## src/include/smc_pkg.sv

```systemverilog
`default_nettype none

package smc_pkg;

  // ==========================================================================
  // Register bus
  // ==========================================================================
  localparam int ADDR_W = 8;
  localparam int DATA_W = 32;
  localparam int NUM_PORTS = 2;
  localparam int PORT_SEL_BIT = 4;
  localparam int REG_LSB = 0;
  localparam int REG_MSB = 3;
  localparam int MAP_LSB = 5;
  localparam logic [2:0] MAP_BASE = 3'h0;

  // Offsets inside one port window
  localparam logic [3:0] REG_DATA = 4'h0;
  localparam logic [3:0] REG_MODEM_CTRL = 4'h4;
  localparam logic [3:0] REG_STATUS = 4'h8;
  localparam logic [3:0] REG_DIVISOR = 4'hC;

  // ==========================================================================
  // Field layout
  // ==========================================================================
  localparam int MCR_DTR_BIT = 0;
  localparam int MCR_RTS_BIT = 1;
  localparam int MCR_LOOP_BIT = 4;
  localparam int ST_TX_BUSY_BIT = 0;
  localparam int ST_RX_VALID_BIT = 1;
  localparam int ST_OVERRUN_BIT = 2;
  localparam int ST_FRAME_ERR_BIT = 3;
  localparam int ST_STRAP_LSB = 4;
  localparam int ST_STRAP_MSB = 5;

  // ==========================================================================
  // Character framing and reset values
  // ==========================================================================
  localparam int DIV_W = 16;
  localparam int CHAR_W = 8;
  localparam logic [3:0] TX_SHIFTS = 4'h9;
  localparam logic [3:0] RX_DATA_BITS = 4'h8;
  localparam logic LINE_IDLE = 1'b1;
  localparam logic START_BIT = 1'b0;
  localparam logic STOP_BIT = 1'b1;
  localparam logic PIN_INACTIVE = 1'b1;
  localparam logic [DIV_W-1:0] DIVISOR_RESET = 16'h0010;
  localparam int SYNC_W = 4;

  // ==========================================================================
  // Types
  // ==========================================================================
  typedef enum logic {TX_IDLE, TX_SHIFT} smc_tx_e;
  typedef enum logic [1:0] {RX_IDLE, RX_START, RX_DATA, RX_STOP} smc_rx_e;

  typedef struct packed {
    logic dtr;
    logic rts;
    logic loop;
    logic [DIV_W-1:0] divisor;
    smc_tx_e tx_st;
    logic [DIV_W-1:0] tx_cnt;
    logic [3:0] tx_bits;
    logic [CHAR_W:0] tx_shift;
    logic tx_line;
    smc_rx_e rx_st;
    logic [DIV_W-1:0] rx_cnt;
    logic [3:0] rx_bits;
    logic [CHAR_W-1:0] rx_shift;
    logic [CHAR_W-1:0] rx_data;
    logic rx_valid;
    logic overrun;
    logic frame_err;
    logic serial_out;
    logic req_send_n;
    logic term_ready_n;
  } smc_port_s;

endpackage : smc_pkg

`default_nettype wire

```

## src/hw/smc_sync3.sv

```systemverilog
`default_nettype none

module smc_sync3
  import smc_pkg::*;
(
  input wire logic clk_i,
  input wire logic [SYNC_W-1:0] d_i,
  output logic [SYNC_W-1:0] q_o
);

  // ==========================================================================
  // State
  // ==========================================================================
  typedef struct packed {
    logic [SYNC_W-1:0] s1;
    logic [SYNC_W-1:0] s2;
    logic [SYNC_W-1:0] s3;
    logic [SYNC_W-1:0] filt;
  } smc_sync_s;

  smc_sync_s q;
  smc_sync_s d;

  // No reset: straps must keep flowing through while reset is held
  always_comb begin
    d = q;
    d.s1 = d_i;
    d.s2 = q.s1;
    d.s3 = q.s2;
    for (int k = 0; k < SYNC_W; k++) begin
      if (q.s2[k] == q.s3[k]) begin
        d.filt[k] = q.s3[k];
      end
    end
  end

  always_ff @(posedge clk_i) begin
    q <= d;
  end

  assign q_o = q.filt;

endmodule // smc_sync3

`default_nettype wire

```

## src/hw/smc_serial_pins.sv

```systemverilog
// The implementer's own choices: strobed register access and the register addresses.
`default_nettype none

module smc_serial_pins
  import smc_pkg::*;
(
  input wire logic clk_i,
  input wire logic rst_i,
  input wire logic [ADDR_W-1:0] addr_i,
  input wire logic [DATA_W-1:0] wdata_i,
  input wire logic wr_i,
  input wire logic rd_i,
  output logic [DATA_W-1:0] rdata_o,
  input wire logic primary_serial_in_i,
  input wire logic secondary_serial_in_i,
  input wire logic second_port_addr_strap_lo_i,
  input wire logic second_port_addr_strap_hi_i,
  output logic primary_serial_out_o,
  output logic secondary_serial_out_o,
  output logic primary_req_send_out_o,
  output logic secondary_req_send_out_o,
  output logic primary_term_ready_out_o,
  output logic secondary_term_ready_out_o,
  output logic [1:0] secondary_addr_sel_o
);

  // ==========================================================================
  // State
  // ==========================================================================
  typedef struct packed {
    smc_port_s [NUM_PORTS-1:0] port;
    logic [1:0] strap;
    logic [DATA_W-1:0] rdata;
  } smc_state_s;

  smc_state_s q;
  smc_state_s d;

  logic [SYNC_W-1:0] pin_raw;
  logic [SYNC_W-1:0] pin_sync;
  logic [NUM_PORTS-1:0] rx_pin;
  logic [1:0] strap_pin;
  logic in_map;

  // ==========================================================================
  // Pin synchronisers
  // ==========================================================================
  assign pin_raw = {second_port_addr_strap_hi_i,
                    second_port_addr_strap_lo_i,
                    secondary_serial_in_i,
                    primary_serial_in_i};

  smc_sync3 u_sync (
    .clk_i(clk_i),
    .d_i(pin_raw),
    .q_o(pin_sync)
  );

  assign rx_pin = pin_sync[NUM_PORTS-1:0];
  assign strap_pin = pin_sync[SYNC_W-1:NUM_PORTS];

  // ==========================================================================
  // Helpers
  // ==========================================================================
  // A zero divisor would stall the bit timer, so it behaves as one
  function automatic logic [DIV_W-1:0] bit_len(input logic [DIV_W-1:0] div);
    logic [DIV_W-1:0] len;
    len = div;
    if (div == '0) begin
      len = {{(DIV_W-1){1'b0}}, 1'b1};
    end
    return len;
  endfunction

  function automatic smc_port_s port_reset();
    smc_port_s p;
    p = '0;
    p.divisor = DIVISOR_RESET;
    p.tx_st = TX_IDLE;
    p.rx_st = RX_IDLE;
    p.tx_line = LINE_IDLE;
    p.serial_out = LINE_IDLE;
    p.req_send_n = PIN_INACTIVE;
    p.term_ready_n = PIN_INACTIVE;
    return p;
  endfunction

  function automatic logic [DATA_W-1:0] read_port(
    input smc_port_s p,
    input logic [3:0] reg_a,
    input logic [1:0] strap
  );
    logic [DATA_W-1:0] r;
    r = '0;
    case (reg_a)
      REG_DATA: begin
        r[CHAR_W-1:0] = p.rx_data;
      end
      REG_MODEM_CTRL: begin
        r[MCR_DTR_BIT] = p.dtr;
        r[MCR_RTS_BIT] = p.rts;
        r[MCR_LOOP_BIT] = p.loop;
      end
      REG_STATUS: begin
        r[ST_TX_BUSY_BIT] = (p.tx_st != TX_IDLE);
        r[ST_RX_VALID_BIT] = p.rx_valid;
        r[ST_OVERRUN_BIT] = p.overrun;
        r[ST_FRAME_ERR_BIT] = p.frame_err;
        r[ST_STRAP_MSB:ST_STRAP_LSB] = strap;
      end
      REG_DIVISOR: begin
        r[DIV_W-1:0] = p.divisor;
      end
      default: begin
        r = '0;
      end
    endcase
    return r;
  endfunction

  // ==========================================================================
  // One port: control bits, transmitter, receiver, pins
  // ==========================================================================
  function automatic smc_port_s step_port(
    input smc_port_s p,
    input logic rx_in,
    input logic sel,
    input logic wr,
    input logic rd,
    input logic [3:0] reg_a,
    input logic [DATA_W-1:0] wdata
  );
    smc_port_s n;
    logic [DIV_W-1:0] len;
    logic rx_bit;
    logic rx_done;
    logic data_wr;
    logic data_rd;
    n = p;
    len = bit_len(p.divisor);
    rx_done = 1'b0;
    data_wr = sel && wr && (reg_a == REG_DATA);
    data_rd = sel && rd && (reg_a == REG_DATA);
    // Loopback feeds the receiver from its own transmitter
    rx_bit = p.loop ? p.tx_line : rx_in;

    // Register writes
    if (sel && wr) begin
      case (reg_a)
        REG_MODEM_CTRL: begin
          n.dtr = wdata[MCR_DTR_BIT];
          n.rts = wdata[MCR_RTS_BIT];
          n.loop = wdata[MCR_LOOP_BIT];
        end
        REG_STATUS: begin
          if (wdata[ST_OVERRUN_BIT]) begin
            n.overrun = 1'b0;
          end
          if (wdata[ST_FRAME_ERR_BIT]) begin
            n.frame_err = 1'b0;
          end
        end
        REG_DIVISOR: begin
          n.divisor = wdata[DIV_W-1:0];
        end
        default: begin
        end
      endcase
    end

    // Transmitter: start bit, eight data bits, stop bit
    case (p.tx_st)
      TX_IDLE: begin
        n.tx_line = LINE_IDLE;
        // A write while busy is dropped; software polls the busy flag
        if (data_wr) begin
          n.tx_st = TX_SHIFT;
          n.tx_line = START_BIT;
          n.tx_shift = {STOP_BIT, wdata[CHAR_W-1:0]};
          n.tx_bits = TX_SHIFTS;
          n.tx_cnt = len - 16'h0001;
        end
      end
      TX_SHIFT: begin
        if (p.tx_cnt != '0) begin
          n.tx_cnt = p.tx_cnt - 16'h0001;
        end else if (p.tx_bits != '0) begin
          n.tx_line = p.tx_shift[0];
          n.tx_shift = {1'b0, p.tx_shift[CHAR_W:1]};
          n.tx_bits = p.tx_bits - 4'h1;
          n.tx_cnt = len - 16'h0001;
        end else begin
          n.tx_st = TX_IDLE;
          n.tx_line = LINE_IDLE;
        end
      end
      default: begin
        n.tx_st = TX_IDLE;
        n.tx_line = LINE_IDLE;
      end
    endcase

    // Receiver: sample each bit near its middle
    case (p.rx_st)
      RX_IDLE: begin
        if (rx_bit == START_BIT) begin
          n.rx_st = RX_START;
          // The detecting edge is the first cycle of the start bit,
          // so wait half a bit less one to land near its middle.
          // Below two clocks per bit the check falls on the first data bit.
          n.rx_cnt = (len - 16'h0001) >> 1;
        end
      end
      RX_START: begin
        if (p.rx_cnt != '0) begin
          n.rx_cnt = p.rx_cnt - 16'h0001;
        end else if (rx_bit == START_BIT) begin
          n.rx_st = RX_DATA;
          n.rx_bits = RX_DATA_BITS;
          n.rx_cnt = len - 16'h0001;
        end else begin
          // Glitch shorter than half a bit
          n.rx_st = RX_IDLE;
        end
      end
      RX_DATA: begin
        if (p.rx_cnt != '0) begin
          n.rx_cnt = p.rx_cnt - 16'h0001;
        end else begin
          n.rx_shift = {rx_bit, p.rx_shift[CHAR_W-1:1]};
          n.rx_bits = p.rx_bits - 4'h1;
          n.rx_cnt = len - 16'h0001;
          if (p.rx_bits == 4'h1) begin
            n.rx_st = RX_STOP;
          end
        end
      end
      RX_STOP: begin
        if (p.rx_cnt != '0) begin
          n.rx_cnt = p.rx_cnt - 16'h0001;
        end else begin
          n.rx_st = RX_IDLE;
          rx_done = 1'b1;
        end
      end
      default: begin
        n.rx_st = RX_IDLE;
      end
    endcase

    // Reading the data register consumes the character
    if (data_rd) begin
      n.rx_valid = 1'b0;
    end
    // A completed character wins over a clear in the same cycle
    if (rx_done) begin
      n.rx_data = p.rx_shift;
      n.rx_valid = 1'b1;
      if (p.rx_valid && !data_rd) begin
        n.overrun = 1'b1;
      end
      if (rx_bit != STOP_BIT) begin
        n.frame_err = 1'b1;
      end
    end

    // Pins come from flops; handshakes are low while their bit is set and loopback is off
    n.serial_out = n.loop ? LINE_IDLE : n.tx_line;
    n.req_send_n = ~(n.rts & ~n.loop);
    n.term_ready_n = ~(n.dtr & ~n.loop);
    return n;
  endfunction

  // ==========================================================================
  // Next state
  // ==========================================================================
  assign in_map = (addr_i[ADDR_W-1:MAP_LSB] == MAP_BASE);

  always_comb begin
    d = q;
    for (int i = 0; i < NUM_PORTS; i++) begin
      d.port[i] = step_port(q.port[i],
                            rx_pin[i],
                            in_map && (addr_i[PORT_SEL_BIT] == i[0]),
                            wr_i,
                            rd_i,
                            addr_i[REG_MSB:REG_LSB],
                            wdata_i);
    end

    // Read data stand for exactly one cycle; unmapped reads give zero
    d.rdata = '0;
    if (rd_i && in_map) begin
      d.rdata = read_port(q.port[addr_i[PORT_SEL_BIT]], addr_i[REG_MSB:REG_LSB], q.strap);
    end

    if (rst_i) begin
      for (int i = 0; i < NUM_PORTS; i++) begin
        d.port[i] = port_reset();
      end
      d.rdata = '0;
      // Straps follow the pins for the whole reset and freeze at release
      d.strap = strap_pin;
    end
  end

  always_ff @(posedge clk_i) begin
    q <= d;
  end

  // ==========================================================================
  // Outputs
  // ==========================================================================
  assign rdata_o = q.rdata;
  assign primary_serial_out_o = q.port[0].serial_out;
  assign secondary_serial_out_o = q.port[1].serial_out;
  assign primary_req_send_out_o = q.port[0].req_send_n;
  assign secondary_req_send_out_o = q.port[1].req_send_n;
  assign primary_term_ready_out_o = q.port[0].term_ready_n;
  assign secondary_term_ready_out_o = q.port[1].term_ready_n;
  assign secondary_addr_sel_o = q.strap;

endmodule // smc_serial_pins

`default_nettype wire

```

## config.mk

```make
export PLATFORM = sky130hd
export DESIGN_NAME = smc_serial_pins
export DESIGN_NICKNAME = d
export VERILOG_FILES = /design/src/include/smc_pkg.sv /design/src/hw/smc_sync3.sv /design/src/hw/smc_serial_pins.sv
export SDC_FILE = /design/constraint.sdc
export NUM_CORES = 1
export LEC_CHECK = 0
export ABC_AREA = 0
export BUFFER_PORTS_ARGS = -buffer_cell sky130_fd_sc_hd__buf_2
export CAP_MARGIN = 5
export CORE_MARGIN = 5
export CORE_UTILIZATION = 42
export DETAILED_ROUTE_END_ITERATION = 6
export PLACE_DENSITY = 0.62
export SLEW_MARGIN = 20
export SYNTH_ARGS = -nofsm -noshare
export SYNTH_HDL_FRONTEND = slang
export SYNTH_SLANG_ARGS = --single-unit
```

## constraint.sdc

```tcl
create_clock -name clk_i -period 3.18 [get_ports clk_i]
set_input_delay 0.636 -clock clk_i [delete_from_list [all_inputs] [get_ports clk_i]]
set_output_delay 0.636 -clock clk_i [all_outputs]
set_load 0.005 [all_outputs]
```

# == After elaboration in Yosys (flattened, before gate mapping) ==
# Index checks and enable logic that the tools add are counted.
# word_totals
register_bits,238
output_inout_bits,40
wordCells,248
# classes
n_addsub,10
magnitude_cmp,1
n_eq_ne,39
muxes,81
bitwise,17
reduce_logical,49
# op_table
cell,count
$mux W16,12
$mux W94,2
$pmux W18 S4,2
$pmux W31 S2,2
$sub A16 B1 Y16 const B,6
$reduce_bool A16 Y1,4
$mux W31,2
$mux W29,2
$mux W20,2
$mux W19,2
$mux W18,2
$ne A2 B2 Y1 const B,18
$logic_not A16 Y1,2
$mux W14,2
$mux W2,14
$mux W12,2
$mux W1,22
$pmux W4 S2,2
$sub A4 B1 Y4 const B,4
$logic_and A1 B1 Y1,13
$not A1 Y1,13
$mux W3,4
$reduce_and A2 Y1,6
$reduce_and A3 Y1,4
other kinds (27),53

# == Logic depth before layout (Yosys ltp) ==
# depth
word_depth,8
mapped_depth,12

# == Modules after synthesis ==
# Synthesis repeated with hierarchy kept, for this count alone.
# unflattened
cells_unflattened,1456
hier_area_um2,11552.3
# modules_own_cells
module,n_inst,cells_each,area_per_inst_um2,seq_area_each_um2
smc_serial_pins,1,1432,11126.9,4144.0
smc_sync3,1,24,425.4,360.3

# == Worst setup path before layout ==
# OpenSTA, ideal clock, no wires.
# synth_timing
path_type,reg-to-reg
startpoint,reg q[113] (netlist bit)
endpoint,reg q[68] (netlist bit)
setup_time_ps,119
arrival_time_ps,2773
required_ps,3061
setup_slack_ps,288
path_stages_with_launch,12
path_buffers,1
cell_sequence,dfxtp_1 -> clkbuf_1 -> nor4_1 -> and4b_1 -> a21oi_1 -> ha_1 -> nor3b_1 -> nand2_1 -> xor2_1 -> nand3_1 -> and3b_1 -> o221a_2
# synth_via
elab_chain_cells,6
elab_cells_between_ends,8
# synth_rtl
element,line_no,text
start: declaration,smc_serial_pins.sv:36,smc_state_s q;
start signal: assignment,smc_serial_pins.sv:308,q <= d;
$logic_not A16 Y1,smc_serial_pins.sv:69,if (div == '0) begin
$mux W16 (*),smc_serial_pins.sv:69,
$sub A16 B1 Y16 (*),"smc_serial_pins.sv:211, smc_serial_pins.sv:220, smc_serial_pins.sv:232",
$mux W20,smc_serial_pins.sv:217,end else if (rx_bit == START_BIT) begin
$mux W16,smc_serial_pins.sv:215,if (p.rx_cnt != '0) begin
$pmux W18 S4 (*),smc_serial_pins.sv:204,case (p.rx_st)
# Mark *: on every way between the ends. The rest lies on a longest branch, timed or not. The select of a mux whose other input is x is not followed.
# A chain may end at the register's enable or synchronous reset.

# == Worst setup path in the final report ==
# layout_timing
startpoint,reg q[207] (netlist bit)
endpoint,reg q[168] (netlist bit)
# The elaborated chain is that of the path after synthesis.

==> results.tsv <==
metric	value	unit
total congestion overflow	0	
die area	0.03114	mm^2
Final nets	1552	
Async S/R FF share, synth	0	%
EDFF count, synth	6	
Setup CP Type	flop to flop	
Clock Skew	13.93	ps
DIE HEIGHT	176.5	um
combinational share of power	16.2	%
Min Clock Period, post-route	2882	ps
Clk pwr share	42.0	%
IO Count	88	
largest cells by area after synthesis	dfxtp_1 37%, nor2_1 5.9%, a21oi_1 5.6%, mux2i_1 5.5%, nand2_1 4.6%	
Hold Crit Depth	1	
P&R area growth vs syn	14.74	%
Antenna Nets Post-Route	0	
Int Power	0.005139	W
Setup TNS Final	0	ps
detailed-route via count	10750	
Setup-failing EPs final	0	
DRC viols	0	
Post-Route WL	33.49	mm
cell breakdown of the critical path	nor4_1 > and3_1 > a21o_1 > inv_1 > ha_1 > nor3b_1 > buf_4 > nand4_1 > xor2_1 > nand2_1 > a32oi_1 > a21oi_1	
hold crit path type	input port to flop	
clock tree buffer depth	3	
Slew headroom	43.09	%
maximum vdd ir drop	0.0003412	V
Crit-path slowest cell	xor2_1	
TritonRoute pass-1 iters	5	
switching power	0.002086	W
vias in the first global route	10040	
setup bufs post-CTS	0	
Initial Util	42.24	%
synth warn	0	
status	completed	
CP Launch Type	flop	
core area	0.02755	mm^2
cts hold-fix bufs	0	
cts repair resizes	0	
CP Capture Type	flop	
RSZ-0062 raised after global routing	false	
H-tree Lvls	1	
ys flop type	dfxtp_1	
Clk Latency, worst-skew pair	530	ps
upper clock frequency limit	0.3470	GHz
routed vias/inst	5.688	
ANT cells	0	
area leader, netlist	dfxtp_1	
TritonCTS Buffers	26	
Root Buffer	clkbuf_16	
pwr dens	541.0	mW/mm^2
Slowest Stage Delay on Critical Path	410	ps
GPL Wtd Cong	0.9124	
Synth top area share	37.15	%
final hold violation count	0	
largest net degree at the start of global routing	58	
Clock transition at path regs	60	ps
synthesized cell area	0.01164	mm^2
FP Rows	61	
slew at the pin with the worst max-slew slack	850.5	ps
max-slew violations	0	
Max-Cap Viols	0	
CTS Sinks	222	
crit-path max FO	8	
final period utilization	90.63	%
Yosys reg bits	222	
DRT iter0 DRCs	934	
WL per Instance	17.72	um
Critical Path RT	3580	ps
share of power burned in registers	41.7	%
Post-Syn Instances	1426	
CTS tree	built	
layout cells sized above 1	14.62	%
gr usage total	20.93	%
IO buf count	55	
Avg Inst Size Synth	8.162	um^2
antenna violations before repair	0	
CP arrival	3280	ps
Hold WS	208.3	ps
Sw Ratio	28.87	%
LEAKAGE	5.025	nW
Synth cell types	85	
Die X	176.5	um
cells on worst reg2reg path	12	
first-pass GRT wire length	53.93	mm
DP HPWL	24.12	mm
Seq/Total Area, Yosys	38.70	%
power by group through the flow:
stage                     sequential [W]  combinational [W]  clock (W)
after global routing             0.00303            0.00129    0.00321
final                            0.00302            0.00117    0.00304
after detailed placement         0.00307            0.00114          0
after global placement           0.00307            0.00114          0
after CTS                        0.00301            0.00115    0.00309
after floorplan                  0.00302           0.000903          0
path summary, 6_finish.rpt:
path	start	end	slack [ps]
worst max-delay path	q[207]$_SDFFE_PP1P_	q[168]$_SDFFE_PP0P_	300
worst min-delay path	secondary_serial_in_i	u_sync.d[9]$_DFF_P_	210
worst max register to register	q[207]$_SDFFE_PP1P_	q[168]$_SDFFE_PP0P_	300
worst min register to register	u_sync.d[11]$_DFF_P_	u_sync.d[7]$_DFF_P_	330
cells in the final DEF, fill, tap and decap left out, drive strengths merged, types with 9 or more instances in the layout:
| cell | n |
|---|---|
| o21ai | 69 |
| o211ai | 9 |
| clkbuf | 30 |
| nor3b | 11 |
| a211oi | 19 |
| a21oi | 131 |
| or4 | 10 |
| ha | 12 |
| or3 | 11 |
| a221oi | 20 |
| nand4 | 13 |
| nor3 | 44 |
| nor4 | 33 |
| nand3 | 38 |
| nor2 | 183 |
| clkinv | 12 |
| mux2i | 64 |
| xnor2 | 23 |
| dfxtp | 216 |
| a31oi | 19 |
| or2 | 14 |
| conb | 16 |
| nand2 | 142 |
| nand2b | 12 |
| buf | 132 |
| xor2 | 26 |
| o22ai | 12 |
| a222oi | 11 |
| inv | 34 |
metal layers:
metal / global-route usage, % / wire (um) / up-vias / share of wire, %
li1: - / - / 5284 / -
met1: 28.19 / 14970 / 5077 / 45
met2: 33.69 / 15320 / 298 / 46
met3: 2.612 / 1498 / 92 / 4.5
met4: 9.574 / 1703 / 0 / 5.1
met5: 0 / 0 / - / 0
per-stage QoR:
stage          instances  utilization, %  total power [W]  worst slack [ps]  area, um^2
6_report            1890           48.47         0.007225             298.1       13350
5_1_grt             1890           48.47         0.007536             25.28       13350
4_1_cts             1890           48.43         0.007257             177.4       13340
3_5_place_dp        1842           45.27         0.004216             202.5       12470
3_3_place_gp        1842           45.27         0.004207             276.7       12470
2_1_floorplan       1441               -         0.003926             288.2       11700
critical path: cells and delay by family (launching register included):
| kind | cells | cell delay [ps] |
|---|---|---|
| AOI/OAI and AO/OA | 3 | 480 |
| xor gates and xnor gates | 1 | 410 |
| adders and majority gates | 1 | 230 |
| buffers and inverters | 2 | 280 |
| DFF | 1 | 390 |
| and+or+nand+nor | 5 | 950 |
synthesized netlist by cell type (8+ instances only):
| master | n |
|---|---|
| nand2_1 | 142 |
| a222oi_1 | 11 |
| mux2i_1 | 64 |
| a31oi_1 | 19 |
| or2_2 | 13 |
| nor3_1 | 44 |
| a221oi_1 | 20 |
| a211oi_1 | 17 |
| clkbuf_1 | 64 |
| dfxtp_1 | 216 |
| nand2b_1 | 12 |
| nand3_1 | 38 |
| nor3b_1 | 11 |
| nand3b_1 | 8 |
| inv_1 | 33 |
| or3_1 | 11 |
| mux2_2 | 8 |
| o21ai_0 | 68 |
| xnor2_1 | 23 |
| nand4_1 | 13 |
| o211ai_1 | 9 |
| buf_4 | 34 |
| nor2_1 | 183 |
| or4_1 | 8 |
| xor2_1 | 26 |
| nor4_1 | 33 |
| ha_1 | 12 |
| o22ai_1 | 11 |
| a21oi_1 | 130 |
kinds of logic after synthesis:
group	share of synthesized area, %
mux	6.859
flops	38.70
xor+xnor	3.687
compound gates	20.51
other cells	0.03222
buf+inv	5.977
fa+ha+maj	1.376
simple gates	22.86
state kept, by name (all words and copies together) (netlist names), named ones only:
name,count
primary_serial_out_o,1
secondary_req_send_out_o,1
primary_req_send_out_o,1
u_sync.d,8
u_sync.q_o,4
secondary_addr_sel_o,2
u_sync.q,4
secondary_term_ready_out_o,1
q,180
secondary_serial_out_o,1
rdata_o,16
primary_term_ready_out_o,1
area by class of cell:
class / count / area [um^2]
clock buffers: 30 / 686.9
clock inverters: 18 / 183.9
fillers: 2669 / 14200
inverters: 35 / 131.4
multi-input cells: 1075 / 6515
flip-flops and latches: 222 / 4504
well taps: 378 / 473.0
repair buffers: 132 / 859.6
(Power assumes the default switching activity.)
